File: config.mk
export PLATFORM = sky130hd
export DESIGN_NAME = fbd_top
export DESIGN_NICKNAME = d
export VERILOG_FILES = /design/src/common/fbd_pkg.sv /design/src/hw/fbd_top.sv
export SDC_FILE = /design/constraint.sdc
export NUM_CORES = 1
export LEC_CHECK = 0
export BUFFER_PORTS_ARGS = -buffer_cell sky130_fd_sc_hd__buf_4
export CAP_MARGIN = 20
export CORE_MARGIN = 1.5
export CORE_UTILIZATION = 45
export DETAILED_ROUTE_END_ITERATION = 7
export PLACE_DENSITY = 0.75
export SYNTH_ARGS = -nofsm -noshare
export SYNTH_HDL_FRONTEND = slang
export SYNTH_SLANG_ARGS = --single-unit
File: constraint.sdc
create_clock -name clk_sys -period 2.6 [get_ports clk_sys]
set_clock_uncertainty 0.2 [all_clocks]
set_input_delay 0.13 -clock clk_sys [delete_from_list [all_inputs] [get_ports clk_sys]]
set_output_delay 0.13 -clock clk_sys [all_outputs]
set_load 0.1 [all_outputs]
File: src/common/fbd_pkg.sv
// Constants and types shared by the flash bus operation decoder.
// Assumes a single 10 MHz system clock samples every pin.
package fbd_pkg;
    localparam int ADDR_W = 23;
    localparam int DATA_W = 16;
    // Upper address bits that pick the block
    localparam int BLK_LSB = 16;
    localparam int BLK_W = ADDR_W - BLK_LSB;
    localparam int RC_W = 16;
    // Read configuration fields
    localparam int RC_POL_BIT = 10;
    localparam int RC_SYNC_BIT = 15;
    // Depth of the write capture buffer
    localparam int BUF_DEPTH = 2;
    localparam logic [DATA_W-1:0] DQ_RESET = 16'h0000;
    localparam logic [ADDR_W-1:0] ADDR_RESET = 23'h000000;
    localparam logic POL_RESET = 1'h1;

    typedef enum logic [2:0] {
        OP_RESET,
        OP_STANDBY,
        OP_DISABLE,
        OP_ASYNC,
        OP_SYNC,
        OP_WRITE
    } fbd_op_t;
endpackage : fbd_pkg

File: src/hw/fbd_top.sv
// Bus operation decoder of a parallel NOR flash, with write capture
// buffer and program/erase protection gating.
// Assumes every pin is synchronous to clk_sys; the flash clock pin is
// sampled as a level and its rising edges are detected here.
//
// Overview of operation
// - A low write-protect pin puts the lock-down mechanism in force.
// - An unlock aimed at a locked-down block is rejected while lock-down is in force.
// - A high write-protect pin ignores lock-down so unlocks and changes may proceed.
// - Erase or program is refused while the program supply is at its lockout level.
// - Erase or program is also refused while the core supply is at its lockout level; bus writes are still captured.
// - Reads happen only with chip select low and the reset pin high.
// - The accessed block is decoded from the upper address bits.
// - Address latches are transparent while the address strobe and chip select are low and the reset pin is high.
// - Output enable low during a read drives the selected word onto the data bus.
// - An asynchronous read drives data out and holds wait deasserted, ignoring the clock.
// - A synchronous read drives wait actively and outputs data.
// - A write takes the data bus as input and floats wait.
// - Data bus and wait float on output disable, standby or reset.
// - Address and data of a write are captured on the rising write strobe.
// - Wait polarity comes from config bit 10; asserted means data invalid.
// - A synchronous read latches address on strobe rise or the first clock edge with strobe low.
// - Leaving reset enters asynchronous read; a low reset inhibits writes.
module fbd_top #(
    parameter int BUF_DEPTH = fbd_pkg::BUF_DEPTH
) (
    input wire logic clk_sys,
    input wire logic sys_rst,
    input wire logic reset_n,
    input wire logic chip_sel_n,
    input wire logic out_en_n,
    input wire logic write_n,
    input wire logic address_latch_n,
    input wire logic flash_clk,
    input wire logic [fbd_pkg::ADDR_W-1:0] addr,
    input wire logic [fbd_pkg::DATA_W-1:0] dq_in,
    output logic [fbd_pkg::DATA_W-1:0] dq_out,
    output logic dq_oe_n,
    output logic wait_out,
    output logic wait_oe_n,
    input wire logic [fbd_pkg::RC_W-1:0] read_config,
    input wire logic config_load,
    input wire logic [fbd_pkg::DATA_W-1:0] read_data,
    input wire logic read_valid,
    output logic [fbd_pkg::ADDR_W-1:0] array_addr,
    output logic [fbd_pkg::BLK_W-1:0] block_sel,
    output logic sync_mode,
    output logic wr_valid,
    input wire logic wr_ready,
    output logic [fbd_pkg::ADDR_W-1:0] wr_addr,
    output logic [fbd_pkg::DATA_W-1:0] wr_data,
    output logic buf_full,
    input wire logic write_protect_n,
    input wire logic program_lockout_level,
    input wire logic core_lockout_level,
    input wire logic blk_lockdown,
    input wire logic blk_locked,
    input wire logic unlock_req,
    output logic unlock_grant,
    output logic unlock_reject,
    input wire logic modify_req,
    output logic modify_grant,
    output logic modify_refuse,
    output logic lockdown_active
);
    import fbd_pkg::*;

    localparam int CNT_W = $clog2(BUF_DEPTH + 1);
    localparam logic [CNT_W-1:0] CNT_ONE = CNT_W'(1);
    localparam logic [CNT_W-1:0] CNT_FULL = CNT_W'(BUF_DEPTH);

    if (BUF_DEPTH < 2) begin : g_chk
        $error("BUF_DEPTH must be at least 2");
    end

    fbd_op_t op;
    logic clk_prev_reg;
    logic we_prev_reg;
    logic clk_rise;
    logic we_rise;

    // Operation decode from the control pins
    always_comb begin
        if (!reset_n) begin
            op = OP_RESET;
        end else if (chip_sel_n) begin
            op = OP_STANDBY;
        end else if (!write_n && out_en_n) begin
            op = OP_WRITE;
        end else if (!out_en_n && write_n) begin
            op = sync_mode ? OP_SYNC : OP_ASYNC;
        end else begin
            // Both strobes low is not a legal cycle; stay off the bus
            op = OP_DISABLE;
        end
    end

    assign clk_rise = flash_clk && !clk_prev_reg;
    assign we_rise = write_n && !we_prev_reg;

    // Read mode, address latch and bus drivers
    logic sync_mode_next;
    logic sync_latched_reg;
    logic sync_latched_next;
    logic [ADDR_W-1:0] addr_next;
    logic [DATA_W-1:0] dq_out_next;
    logic dq_oe_n_next;
    logic wait_out_next;
    logic wait_oe_n_next;
    logic wait_asserted;
    logic pol_reg;
    logic pol_next;

    always_comb begin
        sync_mode_next = sync_mode;
        pol_next = pol_reg;
        if (!reset_n) begin
            sync_mode_next = 1'b0;
        end else if (config_load) begin
            sync_mode_next = !read_config[RC_SYNC_BIT];
            pol_next = read_config[RC_POL_BIT];
        end
        addr_next = array_addr;
        sync_latched_next = sync_latched_reg;
        // A low reset pin also drops a clock latch left by a burst
        if (address_latch_n || chip_sel_n || !reset_n) begin
            // Strobe rise keeps the last flowed address
            sync_latched_next = 1'b0;
        end else if (!sync_latched_reg) begin
            addr_next = addr;
            if (op == OP_SYNC && clk_rise) begin
                sync_latched_next = 1'b1;
            end
        end
        wait_asserted = (op == OP_SYNC) && !read_valid;
        wait_out_next = wait_asserted ? pol_reg : !pol_reg;
        dq_out_next = dq_out;
        dq_oe_n_next = 1'b1;
        wait_oe_n_next = 1'b1;
        if (op == OP_ASYNC || op == OP_SYNC) begin
            dq_oe_n_next = 1'b0;
            wait_oe_n_next = 1'b0;
            if (op == OP_ASYNC || read_valid) begin
                dq_out_next = read_data;
            end
        end
    end

    always_ff @(posedge clk_sys) begin
        if (sys_rst) begin
            // High start gives no false rise whichever level the pin idles at
            clk_prev_reg <= 1'b1;
            we_prev_reg <= 1'b1;
            sync_mode <= 1'b0;
            pol_reg <= POL_RESET;
            sync_latched_reg <= 1'b0;
            array_addr <= ADDR_RESET;
            block_sel <= ADDR_RESET[ADDR_W-1:BLK_LSB];
            dq_out <= DQ_RESET;
            dq_oe_n <= 1'b1;
            wait_out <= !POL_RESET;
            wait_oe_n <= 1'b1;
        end else begin
            clk_prev_reg <= flash_clk;
            we_prev_reg <= write_n;
            sync_mode <= sync_mode_next;
            pol_reg <= pol_next;
            sync_latched_reg <= sync_latched_next;
            array_addr <= addr_next;
            block_sel <= addr_next[ADDR_W-1:BLK_LSB];
            dq_out <= dq_out_next;
            dq_oe_n <= dq_oe_n_next;
            wait_out <= wait_out_next;
            wait_oe_n <= wait_oe_n_next;
        end
    end

    // Write capture buffer, head always in entry 0 so outputs are flops
    logic push;
    logic pop;
    logic [CNT_W-1:0] cnt_reg;
    logic [CNT_W-1:0] cnt_next;
    logic [CNT_W-1:0] cnt_pop;
    logic [ADDR_W-1:0] ent_a_reg [BUF_DEPTH];
    logic [DATA_W-1:0] ent_d_reg [BUF_DEPTH];
    logic [ADDR_W-1:0] ent_a_next [BUF_DEPTH];
    logic [DATA_W-1:0] ent_d_next [BUF_DEPTH];

    // Capture only with chip select low, output enable high, reset high
    assign push = we_rise && !chip_sel_n && out_en_n && reset_n && !buf_full;
    assign pop = wr_valid && wr_ready;
    assign cnt_pop = pop ? cnt_reg - CNT_ONE : cnt_reg;
    assign cnt_next = push ? cnt_pop + CNT_ONE : cnt_pop;

    for (genvar i = 0; i < BUF_DEPTH; i++) begin : g_ent
        logic [ADDR_W-1:0] up_a;
        logic [DATA_W-1:0] up_d;
        if (i == BUF_DEPTH - 1) begin : g_last
            assign up_a = ADDR_RESET;
            assign up_d = DQ_RESET;
        end else begin : g_mid
            assign up_a = ent_a_reg[i+1];
            assign up_d = ent_d_reg[i+1];
        end
        always_comb begin
            if (push && cnt_pop == CNT_W'(i)) begin
                ent_a_next[i] = addr_next;
                ent_d_next[i] = dq_in;
            end else if (pop) begin
                ent_a_next[i] = up_a;
                ent_d_next[i] = up_d;
            end else begin
                ent_a_next[i] = ent_a_reg[i];
                ent_d_next[i] = ent_d_reg[i];
            end
        end
    end

    always_ff @(posedge clk_sys) begin
        if (sys_rst) begin
            cnt_reg <= '0;
            wr_valid <= 1'b0;
            buf_full <= 1'b0;
            for (int i = 0; i < BUF_DEPTH; i++) begin
                ent_a_reg[i] <= ADDR_RESET;
                ent_d_reg[i] <= DQ_RESET;
            end
        end else begin
            cnt_reg <= cnt_next;
            wr_valid <= cnt_next != '0;
            buf_full <= cnt_next == CNT_FULL;
            for (int i = 0; i < BUF_DEPTH; i++) begin
                ent_a_reg[i] <= ent_a_next[i];
                ent_d_reg[i] <= ent_d_next[i];
            end
        end
    end

    assign wr_addr = ent_a_reg[0];
    assign wr_data = ent_d_reg[0];

    // Protection gating
    logic ld_enforced;
    logic unlock_grant_next;
    logic unlock_reject_next;
    logic modify_grant_next;
    logic modify_refuse_next;
    logic supply_bad;

    always_comb begin
        ld_enforced = !write_protect_n;
        // High write-protect drops lock-down from the decision
        unlock_reject_next = unlock_req && blk_lockdown && ld_enforced;
        unlock_grant_next = unlock_req && !(blk_lockdown && ld_enforced);
        supply_bad = program_lockout_level || core_lockout_level;
        // Reset low also blocks changes; no supply check can be skipped
        modify_grant_next = modify_req && !supply_bad && !blk_locked && reset_n;
        modify_refuse_next = modify_req && !modify_grant_next;
    end

    always_ff @(posedge clk_sys) begin
        if (sys_rst) begin
            lockdown_active <= 1'b0;
            unlock_grant <= 1'b0;
            unlock_reject <= 1'b0;
            modify_grant <= 1'b0;
            modify_refuse <= 1'b0;
        end else begin
            lockdown_active <= ld_enforced;
            unlock_grant <= unlock_grant_next;
            unlock_reject <= unlock_reject_next;
            modify_grant <= modify_grant_next;
            modify_refuse <= modify_refuse_next;
        end
    end

    // Block field of the raw address pins, for the decode check
    logic [BLK_W-1:0] addr_blk;
    assign addr_blk = addr[ADDR_W-1:BLK_LSB];
endmodule : fbd_top

==> results.md, run 1 <==
- Worst path required time: 2.70 ns
- Die width: 114 um
- Synthesized instance count: 608
- Max Clk Rate: 424 MHz
- Sw frac: 25.6%
- Startpoint Class: register
- Detailed Routing Iterations Pass 1: 5
- P_int: 3.85 mW
- Post-synth cell types: 40
- # DRC: 0
- Net Switching: 1.33 mW
- Reg2Reg Capture Point: ent_a_reg[0][20]$_SDFFE_PP0P_
- Layout area overhead: 42.9%
- Sequential power share: 40.5%
- Max FFs per register: 46
- Hold Path Class: primary input to register
- Period utilization: 90.6%
- Critical Path Sink Type: register
- Final instance area: 7900 um^2
- Leak Pwr: 3.23 nW
- Setup TNS: 0 ns
- # Post-CTS Setup Buffers: 0
- Reg2Reg Setup Slack: 0.24 ns
- Sequential share of the synthesized area: 48.2%
- Violation count after the first detailed-route iteration: 278
- CP Class: register to register
- Vias: 5,101
- Normalized max-slew margin: 46.2%
- Synthesized area: 5530 um^2
- R2R Path Start: wr_valid$_SDFF_PP0_
- Hpwl dp: 8480 um
- Synthesized flop and latch total: 133
- Worst skew pair latency: 0.41 ns
- Routed WL: 14,800 um
- Antenna Diode Count: 0
- # port buffers: 170
- Initial core utilization: 46.0%
- Antenna violations before repair: 0
- Placed cell area: 6550 um^2
- Gr usage total: 22.9%
- Final Hold Viols: 0
- GRT overflow: 0
- Setup violations, final: 0
- Fill count: 906
- Nets: 876
- Hold Crit Start: sys_rst
- Max VDD drop: 0.000412 V
- Boundary pin count: 185
- R2R depth: 9
- Unrepaired setup endpoints after global routing: false
- Placed cell count: 839
- H-tree level count: 4
- Worst hold margin: 0.0736 ns
- Clock network fraction of design power: 45.7%
- Wirelength per Cell: 15.7 um
- Final GP Congestion: 0.762
- Total of max-cap violations: 0
- Slew of the pin with the lowest slew margin: 0.807 ns
- Hold EP: wait_out$_SDFF_PP0_
- Die area: 13,000 um^2
- Critical Path Source: wr_valid$_SDFF_PP0_
- Core ar.: 12,000 um^2
- Tmin final: 2.36 ns
- Outcome: finished, final reports clean
- Comb pwr share: 13.7%
- DR vias/cell: 5.40
- Asr flop ratio synth: 0%
- Die Ht: 114 um
- Syn Nets: 699
- CTS sink count: 133
- Pwr dens: 656 nW/um^2
- Yosys Warn Count: 0
- Power Total: 5.18 mW
- Top_reg_cell synth: dfxtp_1
- Hold Crit Depth: 2
- CTS tree: done
- Non-filler cells in the finished layout: 945
- Crit-path max FO: 45
- CTS clock-pin slew for the worst setup and hold paths: 0.06 ns
- Vias in the first global route: 4,934
- Row Count: 40
- Worst EP arrival: 2.46 ns
- Pin count of the biggest net entering global routing: 79
- DRT antenna net count: 0
- CTS Buffer Depth: 2
- Root buffer selected by CTS: clkbuf_16
- Mean area per synthesized cell: 9.09 um^2
- Cts bufs inserted: 17
- Number of flops mapped to enable cells by yosys: 0
- First-pass GRT wire length: 23,800 um
- Max Slew Vio Count: 0
- Layout cell share with drive strength beyond 1: 27.9%
what timing repair did:
| item | in CTS | in global routing |
|---|---|---|
| resized for setup | 0 | 1 |
| hold buffers | 74 | 0 |
| setup endpoints to repair | 0 | 3 |
| hold endpoints to repair | 126 | 0 |
worst max path at each step:
stage | to | slack [ns] | cells past startpoint
floorplan | ent_a_reg[0][15]$_SDFFE_PP0P_ | 0.006 | 10
global placement | ent_a_reg[0][6]$_SDFFE_PP0P_ | 0.33 | 9
detailed placement | ent_a_reg[0][20]$_SDFFE_PP0P_ | 0.23 | 9
CTS | ent_a_reg[0][20]$_SDFFE_PP0P_ | 0.20 | 9
global route | ent_a_reg[0][10]$_SDFFE_PP0P_ | 0.08 | 9
finish | ent_a_reg[0][20]$_SDFFE_PP0P_ | 0.24 | 9
cell usage after synthesis, types with 2 or more instances:
library cell    n  area share, %
xnor2_1         2           0.32
or2_2           2           0.23
dfxtp_1       133             48
nand2b_1        4           0.45
a311oi_1       16            2.5
o21ai_0        23            2.1
ha_1            2           0.45
a211oi_1       48            6.5
nand3_1        32            2.9
nor3_1          3           0.27
nand4b_1       23            3.6
clkbuf_1       40            2.7
and2_1          2           0.23
buf_2           7           0.63
nor2_1         44            3.0
nand2_1        69            4.7
nor4b_4         2           0.86
buf_4          48            6.5
nor2b_1         3           0.34
a21oi_1        35            3.2
nor4bb_1        2           0.36
nand3b_1        3           0.41
and3b_1         2           0.32
buf_6           2           0.41
mux2i_1        23            4.2
and3_1         23            2.6
buf_1           2           0.14
area by class of cell:
| class | count | area (um^2) | share of cell area, % |
|---|---|---|---|
| clock buffer | 26 | 541 | 6.84 |
| timing repair buffer | 257 | 2140 | 27.1 |
| multi-input combinational | 375 | 2300 | 29.2 |
| clock inverter | 6 | 62.6 | 0.792 |
| sequential | 133 | 2670 | 33.7 |
| inverter | 1 | 3.75 | 0.0475 |
| tap | 147 | 184 | 2.33 |
critical path, cell delays in order (launching register included):
cell and delay, ns:
dfxtp_4 0.34, nand2_2 0.08, o21a_1 0.20, nor2_1 0.15, ha_1 0.17, nor4bb_2 0.30, and2_2 0.22, buf_12 0.21
a211oi_1 0.08, a211oi_1 0.27
power by group through the flow:
stage	Combinational [mW]	Sequential, mW	Clock, mW
after detailed placement	0.617	2.14	0
after CTS	0.705	2.10	2.41
after global placement	0.609	2.14	0
after global routing	0.745	2.10	2.50
final	0.712	2.10	2.37
after floorplan	0.267	2.31	0
metal layers:
metal  track usage [%]  share of wire, %
met1              27.2                42
met3              6.11               7.0
met5                 0                 0
met2              39.2                49
met4              9.67               1.6
cell families after synthesis:
group / share of synthesized area [%]
simple gates: 21.2
xor+xnor: 0.475
flops: 48.2
compound gates: 15.0
buf+inv: 10.5
mux: 4.16
fa+ha+maj: 0.453
stage by stage:
step           setup WS (ns)  util [%]
3_3_place_gp           0.330      54.5
4_1_cts                0.201      65.7
6_report               0.243      65.8
3_5_place_dp           0.228      54.5
5_1_grt               0.0821      65.8
2_1_floorplan        0.00641         -
layout by cell type (no fill, tap or decap), types with 2 or more instances in the layout:
master,Yosys,routed
mux2i_1,23,23
clkinv_2,0,2
nor4b_4,2,2
and3b_1,2,2
dfxtp_1,133,132
clkbuf_8,0,6
nor2_1,44,44
buf_12,0,2
nor2b_1,3,3
clkbuf_16,0,18
nand3_1,32,32
nand2_1,69,68
a211oi_1,48,48
nand3b_1,3,3
clkinvlp_4,0,3
o21ai_0,23,23
a311oi_1,16,16
nand4b_1,23,23
and3_1,23,23
ha_1,2,2
clkbuf_1,40,2
a21oi_1,35,35
or2_2,2,2
nor3_1,3,3
buf_4,48,181
nand2b_1,4,4
dlygate4sd3_1,0,74
Note: power is estimated with default switching activity, not from simulation.
==> inputs of run 2 (changes only) <==
Settings changed: CELL_PAD_IN_SITES_DETAIL_PLACEMENT set to 1, CELL_PAD_IN_SITES_GLOBAL_PLACEMENT set to 1, CORE_UTILIZATION 45 to 33, PLACE_DENSITY 0.75 to not set, PLACE_DENSITY_LB_ADDON set to 0.1.
==> results.md, run 2 (same netlist as run 1, synthesis figures left out) <==
- Power Total: 5.45 mW
- Net Switching: 1.40 mW
- Antenna violations before repair: 0
- Die area: 17,500 um^2
- Final GP Congestion: 0.697
- Vias in the first global route: 5,441
- Sequential power share: 38.5%
- Period utilization: 95.5%
- Critical Path Sink Type: register
- Boundary pin count: 185
- # port buffers: 170
- Tmin final: 2.48 ns
- CP Class: primary input to register
- Slew of the pin with the lowest slew margin: 0.654 ns
- Unrepaired setup endpoints after global routing: false
- Startpoint Class: primary input
- Row Count: 47
- Pin count of the biggest net entering global routing: 57
- Hpwl dp: 10,200 um
- Root buffer selected by CTS: clkbuf_16
- Max VDD drop: 0.000458 V
- Layout area overhead: 49.7%
- Core ar.: 16,500 um^2
- Wirelength per Cell: 17.0 um
- Final Hold Viols: 0
- Layout cell share with drive strength beyond 1: 27.9%
- Crit-path cells: dlygate4sd3_1 -> buf_4 -> nor4b_4 -> buf_4 -> mux2i_1 -> nor2_1 -> dlygate4sd3_1
- Routed WL: 17,700 um
- Pwr dens: 659 nW/um^2
- Worst path required time: 2.70 ns
- Commonest cells after routing, fill and taps aside: 184 x buf_4, 132 x dfxtp_1, 94 x dlygate4sd3_1, 67 x nand2_1, 48 x a211oi_1
- CP max-delay cell: dlygate4sd3_1
- Clock network fraction of design power: 48.0%
- CTS tree: done
- Hold Path Class: primary input to register
- GRT overflow: 0
- P_int: 4.06 mW
- Normalized max-slew margin: 56.4%
- Max Slew Vio Count: 0
- Hold Crit Depth: 5
- DRT antenna net count: 0
- Gr usage total: 20.0%
- Total of max-cap violations: 0
- Commonest non-fill, non-tap cell in the layout: buf_4
- CTS sink count: 133
- Die Ht: 132 um
- Max incr delay on CP: 0.57 ns
- Max Clk Rate: 403 MHz
- Worst EP arrival: 2.58 ns
- Violation count after the first detailed-route iteration: 178
- Detailed Routing Iterations Pass 1: 4
- Setup TNS: 0 ns
- Vias: 5,186
- Outcome: finished, final reports clean
- CTS clock-pin slew for the worst setup and hold paths: 0.05 ns
- Final Util: 50.3%
- Worst skew pair latency: 0.42 ns
- CTS Buffer Depth: 2
- Initial core utilization: 33.6%
- H-tree level count: 4
- DR vias/cell: 4.98
- First-pass GRT wire length: 28,100 um
- Max FFs per register: 46
- Die width: 132 um
- Antenna Diode Count: 0
- Crit-path max FO: 23
- Cts bufs inserted: 17
- # DRC: 0
- Nets: 899
- Setup violations, final: 0
- R2R depth: 5
- Comb pwr share: 13.5%
- Leak Pwr: 3.41 nW
- Sw frac: 25.6%
[run 2: changes by cell type in the layout (fill, tap and decap cells not counted), moves of 2 or more]
cell,before,now
buf_4,181,184
clkinvlp_4,3,1
dlygate4sd3_1,74,94
bufinv_16,1,3
[run 2: what timing repair did]
action                     in CTS  in global routing
hold endpoints to repair      128                  0
hold buffers                   94                  0
setup endpoints to repair       0                 43
gates resized for setup         0                  3
buffers inserted                0                  0
[run 2: power by group through the flow]
stage	logic (mW)	registers [mW]	clock network, mW
6_report	0.734	2.10	2.62
4_1_cts	0.731	2.10	2.67
2_1_floorplan	0.267	2.31	0
3_5_place_dp	0.633	2.14	0
5_1_grt	0.774	2.10	2.77
3_3_place_gp	0.625	2.14	0
[run 2: worst paths after layout]
path                                      start                            end  slack, ns
setup reg to reg    sync_latched_reg$_SDFF_PP0_      array_addr[21]$_SDFF_PP0_       0.19
hold / removal                         wr_ready            buf_full$_SDFF_PP0_       0.10
hold reg to reg   ent_d_reg[0][17]$_SDFFE_PP0P_  ent_d_reg[0][17]$_SDFFE_PP0P_       0.27
setup / recovery                address_latch_n      array_addr[21]$_SDFF_PP0_       0.12
[run 2: cell type report]
class,count,area (um^2)
Clock buffer,25,537
Sequential cell,133,2670
Fill cell,1856,8190
Timing Repair Buffer,280,2370
Inverter,1,3.75
Tap cell,220,275
Multi-Input combinational cell,375,2310
Clock inverter,7,113
[run 2: stage by stage]
step	setup slack, ns	std cells	hold WS [ns]	area, um^2
final	0.118	1041	0.104	8280
after global routing	0.00463	1041	0.140	8280
after CTS	0.122	1040	0.0853	8240
after detailed placement	0.137	914	0.106	6650
after global placement	0.268	914	0.0993	6650
after floorplan	0.00641	608	0.00238	5540
[run 2: worst max-delay path: cells and delay by family]
family	cells	cell delay, ns
buffers and inverters	4	1.72
muxes	1	0.40
and+or+nand+nor	2	0.32
[run 2: layer usage]
metal  wire length (um)  global-route usage [%]  part of all wire [%]  vias to the layer above
li1                   -                       -                     -                     2514
met2               8960                    35.1                    51                      123
met4                307                    7.02                   1.7                        0
met1               7650                    23.5                    43                     2526
met5                  0                       0                     0                        -
met3                748                    5.44                   4.2                       23
